File: src/rtl/core_ops_map.svh
// holds the register map, field positions, reset values and bus codes of the execution block
// assumes it is included by its bare name wherever these names are needed
`ifndef CORE_OPS_MAP_SVH
`define CORE_OPS_MAP_SVH

// ------------------------------------------------------------
// register byte addresses
// ------------------------------------------------------------
`define REG_ACC        8'h00
`define REG_STATUS     8'h04
`define REG_CMD        8'h08
`define REG_FILE_IDX   8'h0C
`define REG_FILE_DATA  8'h10
`define REG_WDT        8'h14

// ------------------------------------------------------------
// status register fields
// ------------------------------------------------------------
`define ST_C           0
`define ST_DC          1
`define ST_Z           2
`define ST_PD          3
`define ST_TO          4
`define ST_SLEEP       5
`define ST_SW_MASK     5'h07
`define STATUS_RST     5'h18

// ------------------------------------------------------------
// command register fields
// ------------------------------------------------------------
`define CMD_OP         3:0
`define CMD_DEST       4
`define CMD_FADDR_LSB  8
`define CMD_LIT        23:16
`define CMD_MASK       32'h00FF7F1F

// ------------------------------------------------------------
// watchdog register fields, bus answers and the accumulator destination code
// ------------------------------------------------------------
`define WDT_CNT_LSB    0
`define WDT_PRE_LSB    16
`define RESP_OKAY      2'h0
`define RESP_SLVERR    2'h2
`define DEST_ACC       1'b0

`endif

File: src/rtl/core_ops_pkg.sv
// holds the operation type shared by the execution block and its operation unit
// assumes nothing beyond a SystemVerilog compiler
package core_ops_pkg;

  // ------------------------------------------------------------
  // operations carried by the command register
  // ------------------------------------------------------------
  typedef enum logic [3:0] {
    rotate_left_thru_carry,
    rotate_right_thru_carry,
    literal_minus_accumulator,
    file_minus_accumulator,
    nibble_exchange,
    accumulator_xor_literal,
    accumulator_xor_file,
    sleep_op
  } op_t;

endpackage

File: src/rtl/op_unit_if.sv
// holds the interface between the execution block and its operation unit
// assumes the unit is purely combinational and answers in the same cycle
`timescale 1ns/1ps
interface op_unit_if;
  import core_ops_pkg::*;

  op_t        op;
  logic [7:0] fval;
  logic [7:0] wval;
  logic [7:0] lit;
  logic       c_in;
  logic [7:0] result;
  logic       c_out;
  logic       dc_out;
  logic       z_out;
  logic       upd_c;
  logic       upd_dc;
  logic       upd_z;
  logic       has_result;
  logic       file_form;

  modport core (output op, fval, wval, lit, c_in,
                input  result, c_out, dc_out, z_out, upd_c, upd_dc, upd_z, has_result, file_form);
  modport unit (input  op, fval, wval, lit, c_in,
                output result, c_out, dc_out, z_out, upd_c, upd_dc, upd_z, has_result, file_form);
endinterface

File: src/rtl/rotate_sub_swap_xor_sleep_ops.sv
// holds the execution block: accumulator, file registers, status flags, watchdog and sleep control
// assumes an AXI4-Lite master on ref_clk; commands come in through the command register
//
// Behaviour
// [RL1] left rotate moves file operand up, carry into bit 0, bit 7 to carry
// [RL2] right rotate moves file operand down, carry into bit 7, bit 0 to carry
// [RL3] file-operand results go to accumulator when destination bit is 0, else file
// [RL4] sleep clears the watchdog counter and its prescaler
// [RL5] sleep clears power-down bit, sets timeout bit, halts with oscillator stopped
// [RL6] literal minus accumulator goes to accumulator; carry, digit carry, zero updated
// [RL7] file minus accumulator goes to destination; carry, digit carry, zero updated
// [RL8] nibble exchange swaps the file operand's halves, no flag changes
// [RL9] accumulator xor literal goes to accumulator; only zero flag updated
// [RL10] accumulator xor file goes to destination; only zero flag updated
// [RL11] subtract carry and digit carry are set on no borrow, cleared on borrow
`timescale 1ns/1ps
`include "core_ops_map.svh"
module rotate_sub_swap_xor_sleep_ops
  import core_ops_pkg::*;
#(
  parameter int ADDR_W  = 8,
  parameter int FADDR_W = 7,
  parameter int WDT_W   = 8,
  parameter int PRESC_W = 8
) (
  input  wire logic              ref_clk,
  input  wire logic              rst,
  input  wire logic [ADDR_W-1:0] s_axi_awaddr,
  input  wire logic [2:0]        s_axi_awprot,
  input  wire logic              s_axi_awvalid,
  output logic                   s_axi_awready,
  input  wire logic [31:0]       s_axi_wdata,
  input  wire logic [3:0]        s_axi_wstrb,
  input  wire logic              s_axi_wvalid,
  output logic                   s_axi_wready,
  output logic [1:0]             s_axi_bresp,
  output logic                   s_axi_bvalid,
  input  wire logic              s_axi_bready,
  input  wire logic [ADDR_W-1:0] s_axi_araddr,
  input  wire logic [2:0]        s_axi_arprot,
  input  wire logic              s_axi_arvalid,
  output logic                   s_axi_arready,
  output logic [31:0]            s_axi_rdata,
  output logic [1:0]             s_axi_rresp,
  output logic                   s_axi_rvalid,
  input  wire logic              s_axi_rready,
  output logic                   sleep_mode,
  output logic                   osc_enable
);

  localparam int FILE_DEPTH = 1 << FADDR_W;

  // ------------------------------------------------------------
  // parameter checks
  // ------------------------------------------------------------
  if (ADDR_W < 8) $error("ADDR_W must be at least 8");
  if (FADDR_W < 1 || FADDR_W > 7) $error("FADDR_W must be 1 to 7");
  if (WDT_W < 1 || WDT_W > 16) $error("WDT_W must be 1 to 16");
  if (PRESC_W < 1 || PRESC_W > 16) $error("PRESC_W must be 1 to 16");

  // ------------------------------------------------------------
  // declarations
  // ------------------------------------------------------------
  logic [7:0]         aw_addr, next_aw_addr;
  logic               aw_full, next_aw_full;
  logic [31:0]        w_data, next_w_data;
  logic [3:0]         w_strb, next_w_strb;
  logic               w_full, next_w_full;
  logic               next_awready, next_wready, next_bvalid, next_arready, next_rvalid;
  logic [1:0]         next_bresp, next_rresp;
  logic [31:0]        next_rdata;
  logic               wr_fire;
  logic               wr_err;
  logic [31:0]        rd_word;
  logic               rd_err;

  logic [7:0]         acc, next_acc;
  logic [4:0]         status, next_status;
  logic [31:0]        cmd, next_cmd;
  logic               pending, next_pending;
  logic [FADDR_W-1:0] file_idx, next_file_idx;
  logic [WDT_W-1:0]   wdt, next_wdt;
  logic [PRESC_W-1:0] presc, next_presc;
  logic               next_sleep, next_osc;
  logic               file_we;
  logic [FADDR_W-1:0] file_wa;
  logic [7:0]         file_wd;
  logic [7:0]         file_mem [FILE_DEPTH];
  logic [FADDR_W-1:0] cmd_faddr;

  op_unit_if ou ();

  // merge a written word into an old one by byte strobes
  function automatic logic [31:0] merge(input logic [31:0] old_w, input logic [31:0] new_w,
                                        input logic [3:0] strb);
    logic [31:0] m;
    m = old_w;
    for (int i = 0; i < 4; i++) begin
      if (strb[i]) begin
        m[i*8 +: 8] = new_w[i*8 +: 8];
      end
    end
    return m;
  endfunction

  // ------------------------------------------------------------
  // operation unit
  // ------------------------------------------------------------
  assign cmd_faddr = cmd[`CMD_FADDR_LSB +: FADDR_W];
  assign ou.op     = op_t'(cmd[`CMD_OP]);
  assign ou.fval   = file_mem[cmd_faddr];
  assign ou.wval   = acc;
  assign ou.lit    = cmd[`CMD_LIT];
  assign ou.c_in   = status[`ST_C];

  op_unit u_op_unit (
    .u (ou.unit)
  );

  // ------------------------------------------------------------
  // bus write and read channels
  // ------------------------------------------------------------
  assign wr_fire = aw_full && w_full && !s_axi_bvalid;

  // decode a read address into a word and an error
  always_comb begin
    rd_word = 32'h0000_0000;
    rd_err  = 1'b0;
    unique case (s_axi_araddr[7:0])
      `REG_ACC:       rd_word[7:0] = acc;
      `REG_STATUS:    rd_word[5:0] = {sleep_mode, status};
      `REG_CMD:       rd_word      = cmd;
      `REG_FILE_IDX:  rd_word[FADDR_W-1:0] = file_idx;
      `REG_FILE_DATA: rd_word[7:0] = file_mem[file_idx];
      `REG_WDT: begin
        rd_word[`WDT_CNT_LSB +: WDT_W]   = wdt;
        rd_word[`WDT_PRE_LSB +: PRESC_W] = presc;
      end
      default:        rd_err = 1'b1;
    endcase
  end

  // write address check for the response code
  always_comb begin
    unique case (aw_addr)
      `REG_ACC, `REG_STATUS, `REG_CMD, `REG_FILE_IDX, `REG_FILE_DATA, `REG_WDT: wr_err = 1'b0;
      default: wr_err = 1'b1;
    endcase
  end

  // next values of the bus handshake state
  always_comb begin
    next_aw_addr = aw_addr;
    next_aw_full = aw_full;
    next_w_data  = w_data;
    next_w_strb  = w_strb;
    next_w_full  = w_full;
    next_bvalid  = s_axi_bvalid;
    next_bresp   = s_axi_bresp;
    next_rvalid  = s_axi_rvalid;
    next_rdata   = s_axi_rdata;
    next_rresp   = s_axi_rresp;
    if (s_axi_awvalid && s_axi_awready) begin
      next_aw_full = 1'b1;
      next_aw_addr = s_axi_awaddr[7:0];
    end
    if (s_axi_wvalid && s_axi_wready) begin
      next_w_full = 1'b1;
      next_w_data = s_axi_wdata;
      next_w_strb = s_axi_wstrb;
    end
    if (wr_fire) begin
      next_aw_full = 1'b0;
      next_w_full  = 1'b0;
      next_bvalid  = 1'b1;
      next_bresp   = wr_err ? `RESP_SLVERR : `RESP_OKAY;
    end
    if (s_axi_bvalid && s_axi_bready) begin
      next_bvalid = 1'b0;
    end
    if (s_axi_arvalid && s_axi_arready) begin
      next_rvalid = 1'b1;
      next_rdata  = rd_word;
      next_rresp  = rd_err ? `RESP_SLVERR : `RESP_OKAY;
    end
    if (s_axi_rvalid && s_axi_rready) begin
      next_rvalid = 1'b0;
    end
    next_awready = !next_aw_full && !next_bvalid;
    next_wready  = !next_w_full && !next_bvalid;
    next_arready = !next_rvalid;
  end

  // register the bus handshake state
  always_ff @(posedge ref_clk or posedge rst) begin
    if (rst) begin
      aw_addr       <= 8'h00;
      aw_full       <= 1'b0;
      w_data        <= 32'h0000_0000;
      w_strb        <= 4'h0;
      w_full        <= 1'b0;
      s_axi_awready <= 1'b0;
      s_axi_wready  <= 1'b0;
      s_axi_bvalid  <= 1'b0;
      s_axi_bresp   <= `RESP_OKAY;
      s_axi_arready <= 1'b0;
      s_axi_rvalid  <= 1'b0;
      s_axi_rdata   <= 32'h0000_0000;
      s_axi_rresp   <= `RESP_OKAY;
    end else begin
      aw_addr       <= next_aw_addr;
      aw_full       <= next_aw_full;
      w_data        <= next_w_data;
      w_strb        <= next_w_strb;
      w_full        <= next_w_full;
      s_axi_awready <= next_awready;
      s_axi_wready  <= next_wready;
      s_axi_bvalid  <= next_bvalid;
      s_axi_bresp   <= next_bresp;
      s_axi_arready <= next_arready;
      s_axi_rvalid  <= next_rvalid;
      s_axi_rdata   <= next_rdata;
      s_axi_rresp   <= next_rresp;
    end
  end

  // ------------------------------------------------------------
  // core state: software writes, execution, watchdog
  // ------------------------------------------------------------
  always_comb begin
    logic [31:0] wmerged;
    wmerged       = merge(32'h0000_0000, w_data, w_strb);
    next_acc      = acc;
    next_status   = status;
    next_cmd      = cmd;
    next_pending  = 1'b0;
    next_file_idx = file_idx;
    next_sleep    = sleep_mode;
    next_presc    = presc + 1'b1;
    next_wdt      = (&presc) ? wdt + 1'b1 : wdt;
    file_we       = 1'b0;
    file_wa       = file_idx;
    file_wd       = w_data[7:0];
    // software side; a command while asleep only wakes the core
    if (wr_fire && !wr_err) begin
      unique case (aw_addr)
        `REG_ACC:       if (w_strb[0]) next_acc = w_data[7:0];
        `REG_STATUS: begin
          if (w_strb[0]) next_status = (status & ~`ST_SW_MASK) | (w_data[4:0] & `ST_SW_MASK);
        end
        `REG_CMD: begin
          if (sleep_mode) begin
            next_sleep = 1'b0;
          end else begin
            next_cmd     = merge(cmd, w_data, w_strb) & `CMD_MASK;
            next_pending = 1'b1;
          end
        end
        `REG_FILE_IDX:  if (w_strb[0]) next_file_idx = w_data[FADDR_W-1:0];
        `REG_FILE_DATA: file_we = w_strb[0];
        `REG_WDT: begin
          if (|wmerged) begin
            next_wdt   = '0;
            next_presc = '0;
          end
        end
        default: next_acc = acc;
      endcase
    end
    // watchdog overflow: timeout shows, core wakes
    if ((&presc) && (&wdt)) begin
      next_status[`ST_TO] = 1'b0;
      next_sleep          = 1'b0;
    end
    // execute the pending command; hardware wins over a software write
    if (pending) begin
      if (ou.op == sleep_op) begin
        next_wdt            = '0;                       // see [RL4]
        next_presc          = '0;                       // see [RL4]
        next_status[`ST_PD] = 1'b0;                     // see [RL5]
        next_status[`ST_TO] = 1'b1;                     // see [RL5]
        next_sleep          = 1'b1;                     // see [RL5]
      end
      if (ou.upd_c)  next_status[`ST_C]  = ou.c_out;    // see [RL1] see [RL2] see [RL11]
      if (ou.upd_dc) next_status[`ST_DC] = ou.dc_out;   // see [RL11]
      if (ou.upd_z)  next_status[`ST_Z]  = ou.z_out;    // see [RL6] see [RL9]
      if (ou.has_result) begin
        if (ou.file_form && cmd[`CMD_DEST] != `DEST_ACC) begin
          file_we = 1'b1;                               // see [RL3]
          file_wa = cmd_faddr;
          file_wd = ou.result;
        end else begin
          next_acc = ou.result;                         // see [RL3] see [RL6]
        end
      end
    end
    next_osc = !next_sleep;                             // see [RL5]
  end

  // register the core state
  always_ff @(posedge ref_clk or posedge rst) begin
    if (rst) begin
      acc        <= 8'h00;
      status     <= `STATUS_RST;
      cmd        <= 32'h0000_0000;
      pending    <= 1'b0;
      file_idx   <= '0;
      wdt        <= '0;
      presc      <= '0;
      sleep_mode <= 1'b0;
      osc_enable <= 1'b1;
    end else begin
      acc        <= next_acc;
      status     <= next_status;
      cmd        <= next_cmd;
      pending    <= next_pending;
      file_idx   <= next_file_idx;
      wdt        <= next_wdt;
      presc      <= next_presc;
      sleep_mode <= next_sleep;
      osc_enable <= next_osc;
    end
  end

  // file register array, one write port
  always_ff @(posedge ref_clk) begin
    if (file_we) begin
      file_mem[file_wa] <= file_wd;
    end
  end

endmodule // rotate_sub_swap_xor_sleep_ops

File: src/rtl/op_unit.sv
// holds the combinational arithmetic and logic of the execution block
// assumes operands are stable for the cycle in which the core consumes the answer
`timescale 1ns/1ps
module op_unit
  import core_ops_pkg::*;
(
  op_unit_if.unit u
);

  logic [8:0] diff;
  logic [4:0] low_diff;
  logic [7:0] minuend;

  // ------------------------------------------------------------
  // subtract: minuend plus inverted accumulator plus one
  // ------------------------------------------------------------
  assign minuend  = (u.op == literal_minus_accumulator) ? u.lit : u.fval;
  assign diff     = {1'b0, minuend} + {1'b0, ~u.wval} + 9'h001;
  assign low_diff = {1'b0, minuend[3:0]} + {1'b0, ~u.wval[3:0]} + 5'h01;

  // select the result and which flags it touches
  always_comb begin
    u.result     = 8'h00;
    u.c_out      = u.c_in;
    u.dc_out     = 1'b0;
    u.upd_c      = 1'b0;
    u.upd_dc     = 1'b0;
    u.upd_z      = 1'b0;
    u.has_result = 1'b1;
    u.file_form  = 1'b1;
    unique case (u.op)
      rotate_left_thru_carry: begin
        u.result = {u.fval[6:0], u.c_in};             // see [RL1]
        u.c_out  = u.fval[7];
        u.upd_c  = 1'b1;
      end
      rotate_right_thru_carry: begin
        u.result = {u.c_in, u.fval[7:1]};             // see [RL2]
        u.c_out  = u.fval[0];
        u.upd_c  = 1'b1;
      end
      literal_minus_accumulator, file_minus_accumulator: begin
        u.result    = diff[7:0];                      // see [RL6] see [RL7]
        u.c_out     = diff[8];                        // see [RL11]
        u.dc_out    = low_diff[4];                    // see [RL11]
        u.upd_c     = 1'b1;
        u.upd_dc    = 1'b1;
        u.upd_z     = 1'b1;
        u.file_form = (u.op == file_minus_accumulator);
      end
      nibble_exchange: begin
        u.result = {u.fval[3:0], u.fval[7:4]};        // see [RL8]
      end
      accumulator_xor_literal: begin
        u.result    = u.wval ^ u.lit;                 // see [RL9]
        u.upd_z     = 1'b1;
        u.file_form = 1'b0;
      end
      accumulator_xor_file: begin
        u.result = u.wval ^ u.fval;                   // see [RL10]
        u.upd_z  = 1'b1;
      end
      sleep_op: begin
        u.has_result = 1'b0;
        u.file_form  = 1'b0;
      end
      default: begin
        u.has_result = 1'b0;
        u.file_form  = 1'b0;
      end
    endcase
  end

  assign u.z_out = (u.result == 8'h00);

endmodule // op_unit

File: config.mk
export PLATFORM = sky130hd
export DESIGN_NAME = rotate_sub_swap_xor_sleep_ops
export DESIGN_NICKNAME = d
export VERILOG_FILES = /design/src/rtl/core_ops_pkg.sv /design/src/rtl/op_unit_if.sv /design/src/rtl/rotate_sub_swap_xor_sleep_ops.sv /design/src/rtl/op_unit.sv
export VERILOG_INCLUDE_DIRS = /design/src /design/src/rtl
export SDC_FILE = /design/constraint.sdc
export NUM_CORES = 2
export LEC_CHECK = 0
export BUFFER_PORTS_ARGS = -buffer_cell sky130_fd_sc_hd__buf_2
export CAP_MARGIN = 5
export CORE_UTILIZATION = 60
export DETAILED_ROUTE_END_ITERATION = 12
export PLACE_DENSITY = 0.83
export SLEW_MARGIN = 5
export SYNTH_ARGS = -nofsm -noshare
export SYNTH_HDL_FRONTEND = slang
export SYNTH_HIERARCHICAL = 1
export SYNTH_SLANG_ARGS = --single-unit
export TNS_END_PERCENT = 20
File: constraint.sdc
create_clock -name ref_clk -period 7 [get_ports ref_clk]
set_clock_uncertainty 0.2 [all_clocks]
set_input_delay 1.4 -clock ref_clk [delete_from_list [all_inputs] [get_ports ref_clk]]
set_output_delay 1.4 -clock ref_clk [all_outputs]
set_load 0.005 [all_outputs]
==> results by group <==
GRT
  • GRT overflow: 0
  • Vias in the first global route: 34351
  • Largest net degree at the start of global routing: ~120
  • GRT Total Usage: between 30% and 40%
  • Initial antenna violation count: 8
  • First-pass GRT wire length: around 240000 um

Floorplanning
  • Initial Util: around 60%
  • Core Rows: 111
  • Ports: ~110
  • Core area: approximately 90000 sq um
  • Die Ht: between 300 and 400 um
  • Die width: ~300 um
  • Die footprint: about 94000 sq um

STA
  • Hold Vio Cnt, Final: 0
  • Worst hold slack: 0.2341 ns
  • Slew margin rel.: -0.9208%
  • RSZ-0062 raised after global routing: false
  • Tmin final: 6.795 ns
  • Pins Over Slew Limit: 15
  • Slew @ Worst Pin: between 1.5 and 2 ns
  • Period utilization: 97.07%
  • Setup Viol. Count Final: 0
  • Fmax: ~0.15 GHz
  • Setup TNS: 0 ns

Placed design
  • GPL Wtd Cong: 1.006
  • Area after DPL: around 57000 sq um
  • Placed wire-length estimate: around 110000 um
  • IO Port Bufs: 90

Setup path
  • CP Launch Type: flip-flop
  • FF-to-FF End: file_mem[51][5]
  • Maximum fanout along the worst path: 86
  • Largest stage delay, worst path: between 0.8 and 0.9 ns
  • Reg2Reg Setup Slack: 0.21 ns
  • Critical path class: flip-flop to flip-flop
  • Element type at the critical path end: flip-flop
  • Slowest cell on crit path: dfrtp_4
  • Crit-path cells: buf_4 > buf_4 > mux4_2 > mux4_2 > o22ai_1 > nor4_1 > mux2_2 > ha_1 > o21ai_0 > a21oi_1 > o21ai_0 > o32a_1 > o21ai_0 > nand2_1 > nand2_4 > buf_12
  • WP data required: a little over 7 ns
  • Critical path arrival: roughly 7 ns
  • R2R Path Start: cmd[8]
  • CP dominant cell by count: o21ai_0
  • Number of cells on the worst reg-to-reg path: 16

Clock network
  • CTS buffer count: around 110
  • Clk root buf: clkbuf_16
  • Post-cts hold buffer count: 0
  • Post-CTS Setup Inserts: 0
  • CTS Sinks: 1159
  • Clock-pin slew on the worst setup and hold paths: ~0.060 ns
  • CTS resizes: 0
  • Htree depth: 3
  • CTS tree: built
  • Worst skew pair latency: 0.74 ns
  • CTS max path bufs: 3

Synthesis
  • Post-synth ARST share: a little under an eighth
  • Number of synthesized register bits: between 1000 and 1500
  • Synth warn: 6
  • Area leader, netlist: edfxtp_1
  • Synth unique cells: 91
  • Sequential fraction of the synthesis area: slightly above 60%
  • Mapped Avg Cell Area: approximately 18 sq um
  • EDFF count, synth: 1024
  • Top_reg_cell synth: edfxtp_1
  • Area share of the largest cell type after synthesis: around 55%
  • Synth area leaders: edfxtp_1, mux4_2, dfrtp_1
  • Synthesized cell area: approximately 56000 sq um
  • Cells after synthesis: 3146

Layout
  • Area grow syn2layout: 9.703%
  • Area of the multi-input gates: 20040 sq um
  • Layout net count: between 3000 and 4000
  • Sequential cell area: between 30000 and 40000 sq um
  • Final instance area: a little over 60000 sq um
  • Most frequent cells in the layout: edfxtp_1, mux4_2, nor2_1
  • Number of fillers in the final layout: between 5000 and 6000
  • Ratio of cells with drive above 1 in the final layout: between 20% and 30%
  • Most common library cell in the layout ignoring fill and taps: edfxtp_1

Pwr
  • Peak supply drop: between 0.0002 and 0.0003 V
  • Pwr Total: 19.08 mW
  • Power per cell area: between 300 and 400 nW/um^2
  • P_leak: between 15 and 20 nW

Routing
  • Vias per cell: ~7.6
  • Drt drc: 0
  • Routed WL: between 150000 and 200000 um
  • Initial DRC Count: between 6000 and 7000
  • Vias post-DR: 34721
  • Wire length per cell: 35.92 um
  • ANT nets after route: 0
  • TritonRoute pass-1 iters: 8

Run status
  • Status: finished with violations
  • Violated checks: capacitance limit, slew limit

Min path
  • Hold WC Path Type: flip-flop to flip-flop
  • Hold path start: w_full
  • Hold depth: 1
  • WHS Endpoint: s_axi_wready

Run
  • Max-Cap Viols: 3
==> Yosys cell counts, types with 9 or more instances <==
cell	count
nor4_1	25
nand4_1	9
ha_1	11
xor2_1	20
buf_1	12
dfrtp_1	132
nor2_1	207
nor3_1	24
nand2b_1	12
a22oi_1	96
o22ai_1	56
o21ai_0	38
nor2b_1	14
mux2i_1	163
mux2_2	97
mux4_2	483
and3_1	9
clkbuf_8	10
a21oi_1	36
edfxtp_1	1024
mux4_1	30
nor3b_1	9
nand3_1	33
a31oi_1	25
inv_1	28
buf_4	26
nand2_1	148
buf_2	72
nand3b_1	14
buf_8	9
a221oi_1	15
clkbuf_1	82
a211oi_1	29
buf_6	21
==> cells by family after synthesis <==
logic type      Yosys count  synth area share (%)
compound gates          358                 4.480
buf+inv                 264                 2.851
simple gates            551                 4.720
fa+ha+maj                12                0.2833
flops                  1159                 61.34
other cells               1              0.006740
mux                     774                 25.89
xor+xnor                 27                0.4250
==> final cells by class <==
class	count	share of cell area, %
sequential	1159	55.96
multi-input combinational	1733	32.83
clock buffer	147	5.028
tap	1243	2.548
timing repair buffer	180	2.460
clock inverter	62	0.9696
inverter	29	0.1865
antenna	3	0.01230
==> per-layer routing <==
metal | track usage, % | vias to the layer above | wire, um
met5 | 0 | - | 96
met4 | 17.17 | 12 | 10400
met3 | 12.77 | 736 | 26470
met2 | 53.12 | 3281 | 74030
met1 | 45.38 | 17421 | 52630
li1 | - | 13271 | -
==> flip-flops by register name, summed over array words and instances, names as in the netlist, 4 cells and up <==
signal / cells
file_mem: 1024
w_data: 32
s_axi_rdata: 23
cmd: 20
acc: 8
aw_addr: 8
presc: 8
wdt: 8
file_idx: 7
status: 5
w_strb: 4
==> power by group <==
part / internal (mW) / switching [mW]
registers: 8.64 / 0.367
clock network: 3.45 / 2.66
logic: 1.42 / 2.54
==> worst max-delay path, delay by kind of cell, from the launching register on <==
kind | cells | cell delay, ns
adders and majority gates | 1 | 0.35
muxes | 3 | 1.40
AOI/OAI and AO/OA | 6 | 1.86
and+or+nand+nor | 3 | 0.70
buffers and inverters | 3 | 1.03
DFF | 1 | 0.89
==> how the worst max path moves through the flow <==
stage	startpoint	depth (start not counted)	to	slack [ns]
detailed placement	cmd[8]	16	file_mem[51][5]	0.48
global route	cmd[8]	16	file_mem[51][5]	0.11
finish	cmd[8]	16	file_mem[51][5]	0.21
CTS	cmd[8]	16	file_mem[35][5]	0.47
floorplan	cmd[8]	18	file_mem[0][6]	1.02
global placement	cmd[8]	16	file_mem[50][5]	0.59
==> per-stage QoR <==
stage          util [%]  std cells  worst slack (ns)
3_3_place_gp      62.49       4344            0.5928
2_1_floorplan         -       3156             1.022
5_1_grt           66.48       4553            0.1126
6_report          66.49       4556            0.2052
4_1_cts           66.48       4553            0.4688
3_5_place_dp      62.49       4344            0.4846
(Power assumes the default switching activity.)
